$ cat config.mk
export PLATFORM = sky130hd
export DESIGN_NAME = pfw_controller
export DESIGN_NICKNAME = d
export VERILOG_FILES = /design/src/core/pfw_pkg.sv /design/src/core/pfw_controller.sv
export VERILOG_INCLUDE_DIRS = /design/src /design/src/core
export SDC_FILE = /design/constraint.sdc
export NUM_CORES = 1
export LEC_CHECK = 0
export BUFFER_PORTS_ARGS = -buffer_cell sky130_fd_sc_hd__buf_2
export CAP_MARGIN = 40
export CELL_PAD_IN_SITES_DETAIL_PLACEMENT = 1
export CELL_PAD_IN_SITES_GLOBAL_PLACEMENT = 1
export CORE_MARGIN = 5
export CORE_UTILIZATION = 50
export DETAILED_ROUTE_END_ITERATION = 8
export GPL_TIMING_DRIVEN = 0
export PLACE_DENSITY_LB_ADDON = 0.1
export SLEW_MARGIN = 20
export SYNTH_ARGS = -nofsm -noshare
export SYNTH_HDL_FRONTEND = slang
export SYNTH_SLANG_ARGS = --single-unit
$ cat constraint.sdc
create_clock -name sys_clk -period 5.8 [get_ports sys_clk]
set_input_delay 0.58 -clock sys_clk [delete_from_list [all_inputs] [get_ports sys_clk]]
set_output_delay 0.58 -clock sys_clk [all_outputs]
set_load 0.03 [all_outputs]
$ cat src/core/pfw_regs.svh
`ifndef PFW_REGS_SVH
`define PFW_REGS_SVH
`define PFW_CLK_NS 4
`define PFW_PAGE_BYTES 128
`define PFW_PAGE_LSB 7
// Bus timing in ns, least figures
`define PFW_TWP_NS 70
`define PFW_TWPH_NS 150
`define PFW_TACC_NS 150
`define PFW_TWP_CYC ((`PFW_TWP_NS + `PFW_CLK_NS - 1) / `PFW_CLK_NS)
`define PFW_TWPH_CYC ((`PFW_TWPH_NS + `PFW_CLK_NS - 1) / `PFW_CLK_NS)
`define PFW_TACC_CYC ((`PFW_TACC_NS + `PFW_CLK_NS - 1) / `PFW_CLK_NS)
`define PFW_WR_CYC (`PFW_TWP_CYC + `PFW_TWPH_CYC + 2)
// Command pause in us
`define PFW_PAUSE_US 10
`define PFW_PAUSE_CYC ((`PFW_PAUSE_US * 1000 + `PFW_CLK_NS - 1) / `PFW_CLK_NS)
// Long times in us
`define PFW_BLW_US 200
`define PFW_BLCO_US 300
`define PFW_PROG_US 10000
`define PFW_ERASE_US 50000
// Command addresses and data
`define PFW_ADDR_5555 17'h05555
`define PFW_ADDR_2AAA 17'h02AAA
`define PFW_D_AA 8'hAA
`define PFW_D_55 8'h55
`define PFW_D_A0 8'hA0
`define PFW_D_80 8'h80
`define PFW_D_10 8'h10
`define PFW_D_60 8'h60
`define PFW_D_F0 8'hF0
// Sequence table slices: [start, end)
`define PFW_SEQ_PROT 5'h00
`define PFW_SEQ_ERASE 5'h03
`define PFW_SEQ_IDIN 5'h09
`define PFW_SEQ_IDOUT 5'h0F
`define PFW_SEQ_LAST 5'h12
`endif

$ cat src/core/pfw_pkg.sv
`default_nettype none
package pfw_pkg;
	typedef enum logic [2:0] {
		OP_READ,
		OP_LOAD,
		OP_COMMIT,
		OP_ERASE,
		OP_ID_ENTER,
		OP_ID_EXIT,
		OP_HWID
	} pfw_op_t;
	typedef enum logic [3:0] {
		ST_IDLE,
		ST_DISP,
		ST_WSET,
		ST_WLO,
		ST_WHI,
		ST_FIN,
		ST_RLO,
		ST_RHI,
		ST_PAUSE
	} pfw_state_t;
endpackage : pfw_pkg
`default_nettype wire

$ cat src/core/pfw_controller.sv
`timescale 1ns/10ps
`default_nettype none
`include "pfw_regs.svh"
// Functional notes
// - Reads drive chip select and output gate low with write strobe high.
// - Host loads every byte of a page it wants to change.
// - Write cycle: chip select and write strobe low, output gate high.
// - Next byte load within 200 us keeps the page load phase open.
// - All bytes of one load phase share the page address.
// - A page load needs the AA, 55, A0 preamble first.
// - Hardware id: select, gate low, strobe high, overdrive on line 9.
// - Erase writes AA,55,80,AA,55,10 to 5555,2AAA,5555,5555,2AAA,5555.
// - Id entry ends with 60, exit is AA,55,F0; pause 10 us after.
module pfw_controller #(
	parameter int BLW_CYC = (`PFW_BLW_US * 1000) / `PFW_CLK_NS,
	parameter int BLCO_CYC = (`PFW_BLCO_US * 1000 + `PFW_CLK_NS - 1) / `PFW_CLK_NS,
	parameter int PROG_CYC = (`PFW_PROG_US * 1000) / `PFW_CLK_NS,
	parameter int ERASE_CYC = (`PFW_ERASE_US * 1000) / `PFW_CLK_NS
) (
	input wire logic sys_clk,
	input wire logic rst_n,
	input wire logic cmd_valid,
	output logic cmd_ready,
	input wire pfw_pkg::pfw_op_t cmd_op,
	input wire logic [16:0] cmd_addr,
	input wire logic [7:0] cmd_data,
	output logic rd_valid,
	input wire logic rd_ready,
	output logic [7:0] rd_data,
	output logic op_done,
	output logic op_error,
	output logic flash_ce_n,
	output logic flash_oe_n,
	output logic flash_we_n,
	output logic [16:0] flash_addr,
	output logic [7:0] flash_dq_o,
	output logic flash_dq_oe,
	input wire logic [7:0] flash_dq_i,
	output logic id_overdrive_en
);
	import pfw_pkg::*;

	localparam logic [23:0] WIN_LIM = 24'(BLW_CYC - `PFW_WR_CYC);
	localparam logic [23:0] BLCO_LIM = 24'(BLCO_CYC);
	localparam logic [23:0] PROG_LIM = 24'(PROG_CYC);
	localparam logic [23:0] ERASE_LIM = 24'(ERASE_CYC);
	localparam logic [11:0] TWP_C = 12'(`PFW_TWP_CYC - 1);
	localparam logic [11:0] TWPH_C = 12'(`PFW_TWPH_CYC - 1);
	localparam logic [11:0] TACC_C = 12'(`PFW_TACC_CYC - 1);
	localparam logic [11:0] PAUSE_C = 12'(`PFW_PAUSE_CYC - 1);

	// Command table: {address, data} per index
	function automatic logic [24:0] seq_word(input logic [4:0] idx);
		logic [16:0] a;
		logic [7:0] d;
		logic mid;
		mid = (5'(idx % 5'd3) == 5'd1);
		a = mid ? `PFW_ADDR_2AAA : `PFW_ADDR_5555;
		case (idx)
			5'h02: d = `PFW_D_A0;
			5'h05, 5'h0B: d = `PFW_D_80;
			5'h08: d = `PFW_D_10;
			5'h0E: d = `PFW_D_60;
			5'h11: d = `PFW_D_F0;
			default: d = mid ? `PFW_D_55 : `PFW_D_AA;
		endcase
		return {a, d};
	endfunction : seq_word

	pfw_state_t st_q;
	pfw_op_t op_q;
	logic [16:0] paddr_q, last_addr_q;
	logic [7:0] pdata_q;
	logic [4:0] seq_idx_q, seq_end_q;
	logic useq_q, poll_q, first_q, tog_q, stop_q, open_q, ready_q;
	logic [9:0] page_q;
	logic [23:0] gap_q, tmo_q, lim_q;
	logic [11:0] cnt_q;
	logic ce_n_q, oe_n_q, we_n_q, dq_oe_q, hv_q, done_q, err_q;
	logic [16:0] addr_q;
	logic [7:0] dq_o_q;
	logic out_v_q, sp_v_q;
	logic [7:0] out_q, sp_q;

	////////////////////////////////////////////////////////////////////////////
	// Decode
	wire take = cmd_valid && ready_q;
	wire direct_ok = open_q && cmd_op == OP_LOAD && cmd_addr[16:`PFW_PAGE_LSB] == page_q
		&& gap_q < WIN_LIM;
	wire cnt_end = cnt_q == 12'h000;
	wire [24:0] sw = seq_word(seq_idx_q);
	wire [16:0] wr_addr = useq_q ? sw[24:8] : paddr_q;
	wire [7:0] wr_data = useq_q ? sw[7:0] : pdata_q;
	wire [4:0] seq_nxt = seq_idx_q + 5'h01;
	wire tmo_hit = tmo_q >= lim_q;
	wire poll_stop = !first_q && flash_dq_i[6] == tog_q;
	wire push = st_q == ST_RLO && cnt_end && !poll_q;
	wire buf_full = out_v_q && sp_v_q;
	wire pop = out_v_q && rd_ready;

	////////////////////////////////////////////////////////////////////////////
	// Sequencer
	always_ff @(posedge sys_clk or negedge rst_n)
	begin
		if (!rst_n)
		begin
			st_q <= ST_IDLE;
			op_q <= OP_READ;
			paddr_q <= 17'h00000;
			last_addr_q <= 17'h00000;
			pdata_q <= 8'h00;
			seq_idx_q <= 5'h00;
			seq_end_q <= 5'h00;
			useq_q <= 1'b0;
			poll_q <= 1'b0;
			first_q <= 1'b0;
			tog_q <= 1'b0;
			stop_q <= 1'b0;
			open_q <= 1'b0;
			ready_q <= 1'b0;
			page_q <= 10'h000;
			gap_q <= 24'h000000;
			tmo_q <= 24'h000000;
			lim_q <= 24'h000000;
			cnt_q <= 12'h000;
			ce_n_q <= 1'b1;
			oe_n_q <= 1'b1;
			we_n_q <= 1'b1;
			dq_oe_q <= 1'b0;
			hv_q <= 1'b0;
			addr_q <= 17'h00000;
			dq_o_q <= 8'h00;
			done_q <= 1'b0;
			err_q <= 1'b0;
		end
		else
		begin
			done_q <= 1'b0;
			err_q <= 1'b0;
			ready_q <= st_q == ST_IDLE && !take && !buf_full;
			gap_q <= (gap_q == 24'hFFFFFF) ? gap_q : gap_q + 24'h000001;
			tmo_q <= tmo_q + 24'h000001;
			cnt_q <= cnt_end ? cnt_q : cnt_q - 12'h001;
			case (st_q)
				ST_IDLE:
				begin
					if (take)
					begin
						op_q <= cmd_op;
						paddr_q <= cmd_addr;
						pdata_q <= cmd_data;
						st_q <= (open_q && !direct_ok) ? ST_FIN : ST_DISP;
					end
				end
				ST_DISP:
				begin
					useq_q <= 1'b1;
					st_q <= ST_WSET;
					case (op_q)
						OP_LOAD:
						begin
							useq_q <= !open_q;
							seq_idx_q <= `PFW_SEQ_PROT;
							seq_end_q <= `PFW_SEQ_ERASE;
						end
						OP_ERASE:
						begin
							seq_idx_q <= `PFW_SEQ_ERASE;
							seq_end_q <= `PFW_SEQ_IDIN;
						end
						OP_ID_ENTER:
						begin
							seq_idx_q <= `PFW_SEQ_IDIN;
							seq_end_q <= `PFW_SEQ_IDOUT;
						end
						OP_ID_EXIT:
						begin
							seq_idx_q <= `PFW_SEQ_IDOUT;
							seq_end_q <= `PFW_SEQ_LAST;
						end
						OP_READ, OP_HWID:
						begin
							hv_q <= op_q == OP_HWID;
							addr_q <= paddr_q;
							ce_n_q <= 1'b0;
							oe_n_q <= 1'b0;
							cnt_q <= TACC_C;
							st_q <= ST_RLO;
						end
						default:
						begin
							done_q <= 1'b1;
							st_q <= ST_IDLE;
						end
					endcase
				end
				ST_WSET:
				begin
					addr_q <= wr_addr;
					dq_o_q <= wr_data;
					dq_oe_q <= 1'b1;
					ce_n_q <= 1'b0;
					we_n_q <= 1'b0;
					cnt_q <= TWP_C;
					st_q <= ST_WLO;
				end
				ST_WLO:
				begin
					if (cnt_end)
					begin
						ce_n_q <= 1'b1;
						we_n_q <= 1'b1;
						cnt_q <= TWPH_C;
						st_q <= ST_WHI;
					end
				end
				ST_WHI:
				begin
					if (cnt_end)
					begin
						dq_oe_q <= 1'b0;
						if (useq_q && seq_nxt != seq_end_q)
						begin
							seq_idx_q <= seq_nxt;
							st_q <= ST_WSET;
						end
						else if (useq_q && op_q == OP_LOAD)
						begin
							useq_q <= 1'b0;
							st_q <= ST_WSET;
						end
						else if (useq_q && op_q == OP_ERASE)
						begin
							poll_q <= 1'b1;
							first_q <= 1'b1;
							tmo_q <= 24'h000000;
							lim_q <= ERASE_LIM;
							ce_n_q <= 1'b0;
							oe_n_q <= 1'b0;
							cnt_q <= TACC_C;
							st_q <= ST_RLO;
						end
						else if (useq_q)
						begin
							cnt_q <= PAUSE_C;
							st_q <= ST_PAUSE;
						end
						else
						begin
							open_q <= 1'b1;
							page_q <= paddr_q[16:`PFW_PAGE_LSB];
							last_addr_q <= paddr_q;
							gap_q <= 24'h000000;
							done_q <= 1'b1;
							st_q <= ST_IDLE;
						end
					end
				end
				ST_FIN:
				begin
					if (gap_q >= BLCO_LIM)
					begin
						open_q <= 1'b0;
						poll_q <= 1'b1;
						first_q <= 1'b1;
						tmo_q <= 24'h000000;
						lim_q <= PROG_LIM;
						addr_q <= last_addr_q;
						ce_n_q <= 1'b0;
						oe_n_q <= 1'b0;
						cnt_q <= TACC_C;
						st_q <= ST_RLO;
					end
				end
				ST_RLO:
				begin
					if (cnt_end)
					begin
						ce_n_q <= 1'b1;
						oe_n_q <= 1'b1;
						hv_q <= 1'b0;
						tog_q <= flash_dq_i[6];
						first_q <= 1'b0;
						stop_q <= poll_stop || tmo_hit;
						err_q <= poll_q && !poll_stop && tmo_hit;
						cnt_q <= TWPH_C;
						st_q <= ST_RHI;
					end
				end
				ST_RHI:
				begin
					if (cnt_end && (!poll_q || stop_q))
					begin
						poll_q <= 1'b0;
						done_q <= !poll_q || op_q == OP_ERASE;
						st_q <= (poll_q && op_q != OP_ERASE) ? ST_DISP : ST_IDLE;
					end
					else if (cnt_end)
					begin
						ce_n_q <= 1'b0;
						oe_n_q <= 1'b0;
						cnt_q <= TACC_C;
						st_q <= ST_RLO;
					end
				end
				ST_PAUSE:
				begin
					if (cnt_end)
					begin
						done_q <= 1'b1;
						st_q <= ST_IDLE;
					end
				end
				default: st_q <= ST_IDLE;
			endcase
		end
	end

	////////////////////////////////////////////////////////////////////////////
	// Two-entry read buffer with registered head
	always_ff @(posedge sys_clk or negedge rst_n)
	begin
		if (!rst_n)
		begin
			out_v_q <= 1'b0;
			sp_v_q <= 1'b0;
			out_q <= 8'h00;
			sp_q <= 8'h00;
		end
		else if (pop || !out_v_q)
		begin
			out_v_q <= sp_v_q || push;
			out_q <= sp_v_q ? sp_q : flash_dq_i;
			sp_v_q <= sp_v_q && push;
			sp_q <= flash_dq_i;
		end
		else if (push)
		begin
			sp_v_q <= 1'b1;
			sp_q <= flash_dq_i;
		end
	end

	assign cmd_ready = ready_q;
	assign rd_valid = out_v_q;
	assign rd_data = out_q;
	assign op_done = done_q;
	assign op_error = err_q;
	assign flash_ce_n = ce_n_q;
	assign flash_oe_n = oe_n_q;
	assign flash_we_n = we_n_q;
	assign flash_addr = addr_q;
	assign flash_dq_o = dq_o_q;
	assign flash_dq_oe = dq_oe_q;
	assign id_overdrive_en = hv_q;

	////////////////////////////////////////////////////////////////////////////
	// Checks
	logic [7:0] last_wr_q;
	always_ff @(posedge sys_clk or negedge rst_n)
	begin
		if (!rst_n)
			last_wr_q <= 8'h00;
		else if (!flash_we_n)
			last_wr_q <= flash_dq_o;
	end
endmodule : pfw_controller
`default_nettype wire

==> qor.yml, run 1 <==
logic_synthesis:
  synth_cell_types: 87
  async_flop_share_pct: 100
  synth_area_sq_mm: 0.00990
  synth_flop_cell: "dfrtp_1"
  yosys_warnings: 0
  synth-seq-area-share_pct: 45.3
  synth_edf_count: 0
  synth_seq_cells: 179
  synth_cells: 1023
  avgSynthCellArea_sq_um: 9.68
  syn_nets: 1088
sta:
  report.final.hold_viol_count: 0
  finalCriticalPeriod_ps: 3850
  drv_slew: 0
  fin_ws_ps: 1950
  finalSetupViolCount: 0
  clock_skew_ps: 16.4
  max_freq_ghz: 0.260
  setup_tns_ps: 0
  period_share_pct: 66.3
  worst_pin_slew_ps: 808
  rsz0062_at_grt: "false"
  timing.hold.ws_ps: 359
  relSlewSlack_pct: 45.8
floorplanning:
  die_w_um: 151
  dieHeight_um: 151
  ios: 82
  rows: 51
  die_area_sq_mm: 0.0227
  core_sq_mm: 0.0195
  initial_core_util_pct: 50.9
worst_setup_path:
  arrival_ps: 4150
  endpoint_kind: "register"
  max_stage_delay_ps: 640
  path_cells: "buf_2 -> buf_2 -> buf_1 -> nand3_1 -> o21ai_0 -> ha_1 -> clkbuf_1 -> or3_1 -> o21ai_0 -> a221o_1 -> a211oi_1 -> or4_1 -> buf_2 -> a31oi_1"
  worstPathRequired_ps: 6100
  crit_buf_inv: 5
  r2r_cells: 14
  cp.depth: 14
  critPathSlowestCell: "a211oi_1"
  critPathKind: "register to register"
  cpMostUsedCell: "buf_2"
  crit_family: "buffers and inverters"
  start_kind: "register"
  crit_fanout: 10
power:
  power_density_mw_per_mm2: 539
  peakVddDrop_mv: 0.340
  power.leakage_nw: 5.02
placed_design:
  gp_congestion: 0.918
  portBuffers: 81
  dp_slack_ps: 2010
  hpwl_mm: 21.1
min_path:
  min_path_type: "input port to register"
  whs_path_depth: 2
cells_and_area:
  layout_commonest_cell: "dfrtp_1"
  syn2layout_area_growth_pct: 14.6
  final_cell_mix: "dfrtp_1 (176), nor2_1 (115), nand2_1 (99)"
  drive_gt1_share_pct: 17.5
  fillers: 2298
  nNetsFinal: 1191
grt:
  grt_pass1_wl_mm: 48.2
  gr-total-overflow: 0
  grt_max_degree: 78
  grt_pass1_vias: 9065
  antenna_found_initial: 4
  grt_use_total_pct: 26.9
clock_network:
  postCtsResizedCells: 0
  cts.sinks: 179
  root_buffer: "clkbuf_16"
  clk_pin_slew_ps: 80
  clk_path_buf_depth: 2
  numCtsBuffers: 17
  htreeDepth: 4
  cts_tree: "built"
  cts_hold_buf: 1
  clock_latency_ps: 450
  cts_setup_buffers: 0
detailed_routing:
  ant_nets: 0
  vias_per_cell: 6.01
  post_drt_wl_per_cell_um: 21.0
  drt_pass1_iterations: 5
  routed_wl_mm: 29.5
  drt-initial-drc-count: 487
  via_count: 8456
  drc_errors: 0
job:
  max-cap-violations: 0
status:
  outcome: "finished, final reports clean"
[Yosys cell counts, types with 13 or more instances]
cell / n / area [sq um]
xnor2_1: 33 / 289
clkbuf_1: 38 / 143
mux2_2: 44 / 495
nand4_1: 18 / 113
inv_1: 21 / 78.8
nor3_1: 34 / 170
a21oi_1: 43 / 215
ha_1: 25 / 313
a31oi_1: 14 / 87.6
nand3_1: 37 / 185
nor2_1: 115 / 432
mux2i_1: 13 / 130
xor2_1: 35 / 307
o21ai_0: 43 / 215
nand2_1: 99 / 372
and3_1: 15 / 93.8
dfrtp_1: 176 / 4400
[cell families (layout without fill, tap and decap cells)]
family                   Yosys count  in the layout  share of synthesized area, %
multiplexers                      60             60                          6.70
adder cells (fa/ha/maj)           27             27                          3.36
AO/OA/AOI/OAI                    208            208                          14.9
other                              0              2                             0
buffers and inverters             76            192                          3.22
XOR/XNOR                          70             70                          6.46
AND/OR/NAND/NOR                  403            403                          20.1
flip-flops                       179            179                          45.3
[area by class of cell]
class / count / area [sq um] / share of cell area [%]
diodes: 2 / 5.00 / 0.0441
plain buffers: 55 / 240 / 2.12
clock buffers: 17 / 425 / 3.75
clock inverters: 15 / 203 / 1.79
inverters: 21 / 78.8 / 0.694
multi-input cells: 768 / 5100 / 45.0
flip-flops and latches: 179 / 4480 / 39.5
well taps: 265 / 332 / 2.92
repair buffers: 84 / 480 / 4.23
[sequential cells by signal, indices dropped and copies added (netlist names), 12 cells and up]
| signal | count |
|---|---|
| cnt_q | 12 |
| flash_addr | 17 |
| tmo_q | 24 |
| paddr_q | 17 |
| last_addr_q | 17 |
| gap_q | 24 |
[final timing paths]
path,to,from,slack (ps)
hold / removal,pdata_q[3]$_DFFE_PN0P_,cmd_data[3],360
max in group asynchronous,flash_we_n$_DFFE_PN1P_,rst_n,4530
hold reg to reg,rd_valid$_DFFE_PN0N_,sp_v_q$_DFFE_PN0P_,470
setup reg to reg,flash_addr[7]$_DFFE_PN0P_,seq_idx_q[2]$_DFFE_PN0P_,1950
setup / recovery,flash_addr[7]$_DFFE_PN0P_,seq_idx_q[2]$_DFFE_PN0P_,1950
min in group asynchronous,gap_q[5]$_DFF_PN0_,rst_n,580
[routing by layer]
| layer | GRT usage [%] | share of wire (%) |
|---|---|---|
| met5 | 0 | 0.092 |
| met4 | 7.71 | 2.1 |
| met3 | 5.03 | 4.4 |
| met2 | 45.3 | 50 |
| met1 | 35.7 | 43 |
[power breakdown]
| part | leakage [nW] | internal, W | total [W] | switching, W |
|---|---|---|---|---|
| sequential | 2.25 | 0.00166 | 0.00202 | 0.000360 |
| combinational | 2.47 | 0.00107 | 0.00290 | 0.00183 |
| clock | 0.297 | 0.000592 | 0.00120 | 0.000608 |
[per-stage QoR]
step                      instances  instance area, sq um  util [%]  total power (W)
after floorplan                1023                  9900         -          0.00399
after global placement         1369                 10600      54.7          0.00475
after detailed placement       1371                 10700      55.0          0.00488
after CTS                      1404                 11300      58.3          0.00612
after global routing           1406                 11400      58.3          0.00651
final                          1406                 11400      58.3          0.00612
No activity file was read; power rests on OpenSTA's default activity.
==> inputs of run 2 (changes only) <==
--- a/config.mk
+++ b/config.mk
@@ -11,7 +11,7 @@
 export CELL_PAD_IN_SITES_DETAIL_PLACEMENT = 1
 export CELL_PAD_IN_SITES_GLOBAL_PLACEMENT = 1
 export CORE_MARGIN = 5
-export CORE_UTILIZATION = 50
+export CORE_UTILIZATION = 43
 export DETAILED_ROUTE_END_ITERATION = 8
 export GPL_TIMING_DRIVEN = 0
 export PLACE_DENSITY_LB_ADDON = 0.1
==> constraint.sdc (replaced) <==
create_clock -name sys_clk -period 3.46 [get_ports sys_clk]
set_input_delay 0.346 -clock sys_clk [delete_from_list [all_inputs] [get_ports sys_clk]]
set_output_delay 0.346 -clock sys_clk [all_outputs]
set_load 0.03 [all_outputs]
==> qor.yml, run 2 (same netlist as run 1, synthesis figures left out) <==
grt:
  grt_max_degree: 71
  grt_use_total_pct: 22.6
  grt_pass1_wl_mm: 47.6
  grt_pass1_vias: 8696
  gr-total-overflow: 0
  antenna_found_initial: 2
detailed_routing:
  vias_per_cell: 5.76
  drc_errors: 0
  routed_wl_mm: 29.0
  post_drt_wl_per_cell_um: 20.3
  drt-initial-drc-count: 563
  ant_nets: 0
  drt_pass1_iterations: 5
  via_count: 8236
clock_network:
  htreeDepth: 4
  clk_pin_slew_ps: 90
  clock_latency_ps: 450
  clk_path_buf_depth: 2
  root_buffer: "clkbuf_16"
  numCtsBuffers: 17
  cts.sinks: 179
  cts_tree: "built"
worst_setup_path:
  start_kind: "register"
  worstPathRequired_ps: 3820
  cpMostUsedCell: "buf_4"
  arrival_ps: 3700
  crit_fanout: 9
  path_cells: "buf_4 -> inv_1 -> ha_2 -> maj3_1 -> a221oi_1 -> a21oi_1 -> ha_1 -> o21ai_2 -> o311ai_4 -> or4_1 -> buf_4 -> a31oi_1"
  crit_family: "compound AO/OA/AOI/OAI gates"
  critPathSlowestCell: "or4_1"
  endpoint_kind: "register"
  max_stage_delay_ps: 490
  crit_buf_inv: 3
  critPathKind: "register to register"
sta:
  worst_pin_slew_ps: 812
  relSlewSlack_pct: 45.1
  drv_slew: 0
  period_share_pct: 96.5
  finalSetupViolCount: 0
  rsz0062_at_grt: "false"
  clock_skew_ps: 14.6
  finalCriticalPeriod_ps: 3340
  timing.hold.ws_ps: 121
  fin_ws_ps: 123
  report.final.hold_viol_count: 0
  max_freq_ghz: 0.300
floorplanning:
  die_area_sq_mm: 0.0262
  initial_core_util_pct: 43.7
  ios: 82
  rows: 55
  core_sq_mm: 0.0226
  die_w_um: 162
  dieHeight_um: 162
cells_and_area:
  final_area_sq_mm: 0.0115
  drive_gt1_share_pct: 18.8
  nNetsFinal: 1196
  n_antenna_cell: 0
  top_regs: "gap_q (24), tmo_q (24)"
  final_cell_mix: "dfrtp_1 (176), nor2_1 (115), nand2_1 (98)"
  syn2layout_area_growth_pct: 16.2
  fillers: 2576
  stdcell_count: 1429
  layout_commonest_cell: "dfrtp_1"
placed_design:
  portBuffers: 81
  dp_slack_ps: -185
  hpwl_mm: 21.0
  dp.cells: 1392
  placed_area_sq_mm: 0.0107
  gp_congestion: 0.885
power:
  power.leakage_nw: 5.07
  peakVddDrop_mv: 0.444
  power.total_w: 0.0104
  power_density_mw_per_mm2: 908
status:
  outcome: "finished, final reports clean"
min_path:
  min_path_type: "input port to register"
job:
  max-cap-violations: 0
-- run 2: cell types whose count changed in the layout (fill, tap and decap cells not counted), moves of 2 or more --
cell,delta
clkinv_8,-2
ha_1,-2
a31oi_1,-2
a31oi_2,+2
inv_12,+3
diode_2,-2
ha_2,+2
buf_4,+8
-- run 2: layout make-up --
class                   instances  area, sq um  area share (%)
clock inverters                15          220            1.91
inverters                      21         78.8           0.685
well taps                     285          357            3.10
clock buffers                  17          425            3.70
repair buffers                 90          526            4.57
plain buffers                  54          243            2.11
multi-input cells             768         5170            45.0
flip-flops and latches        179         4480            39.0
-- run 2: worst paths after layout --
check	start	endpoint	slack, ps	cells after the start
max	seq_idx_q[0]$_DFFE_PN0P_	flash_addr[7]$_DFFE_PN0P_	120	12
max reg2reg	seq_idx_q[0]$_DFFE_PN0P_	flash_addr[7]$_DFFE_PN0P_	120	12
max in group asynchronous	rst_n	flash_we_n$_DFFE_PN1P_	2340	3
min in group asynchronous	rst_n	gap_q[6]$_DFF_PN0_	390	2
min reg2reg	rd_data[0]$_DFFE_PN0N_	rd_data[0]$_DFFE_PN0N_	480	2
min	cmd_addr[2]	paddr_q[2]$_DFFE_PN0P_	120	2
-- run 2: timing repair --
action | CTS | global route
endpoints found under the hold margin | 50 | 0
resized for setup | 4 | 12
endpoints found under the setup margin | 19 | 67
setup buffers | 0 | 5
hold buffers | 1 | 0
pin swaps | 0 | 1
-- run 2: per-layer routing --
| layer | vias to the layer above | global-route usage [%] | share of wire, % |
|---|---|---|---|
| li1 | 3898 | - | - |
| met1 | 4198 | 31.4 | 48 |
| met2 | 107 | 37.3 | 48 |
| met3 | 29 | 3.91 | 3.1 |
| met4 | 4 | 4.84 | 1.2 |
| met5 | - | 0 | 0.10 |
-- run 2: worst reg2reg max path, stage by stage (launching register included) --
cell and delay, ps:
dfrtp_1 410, buf_4 190, inv_1 110, ha_2 240, maj3_1 360, a221oi_1 250, a21oi_1 110, ha_1 300
o21ai_2 210, o311ai_4 170, or4_1 490, buf_4 210, a31oi_1 210
-- run 2: where the power goes --
group	internal, W	switching (W)
Clock	0.00102	0.00107
Combinational	0.00190	0.00309
Sequential	0.00278	0.000588
-- run 2: per-stage QoR --
step	util [%]	setup TNS, ps
2_1_floorplan	-	0
3_3_place_gp	47.1	-185560
3_5_place_dp	47.4	-1900
4_1_cts	50.4	0
5_1_grt	50.8	0
6_report	50.8	0
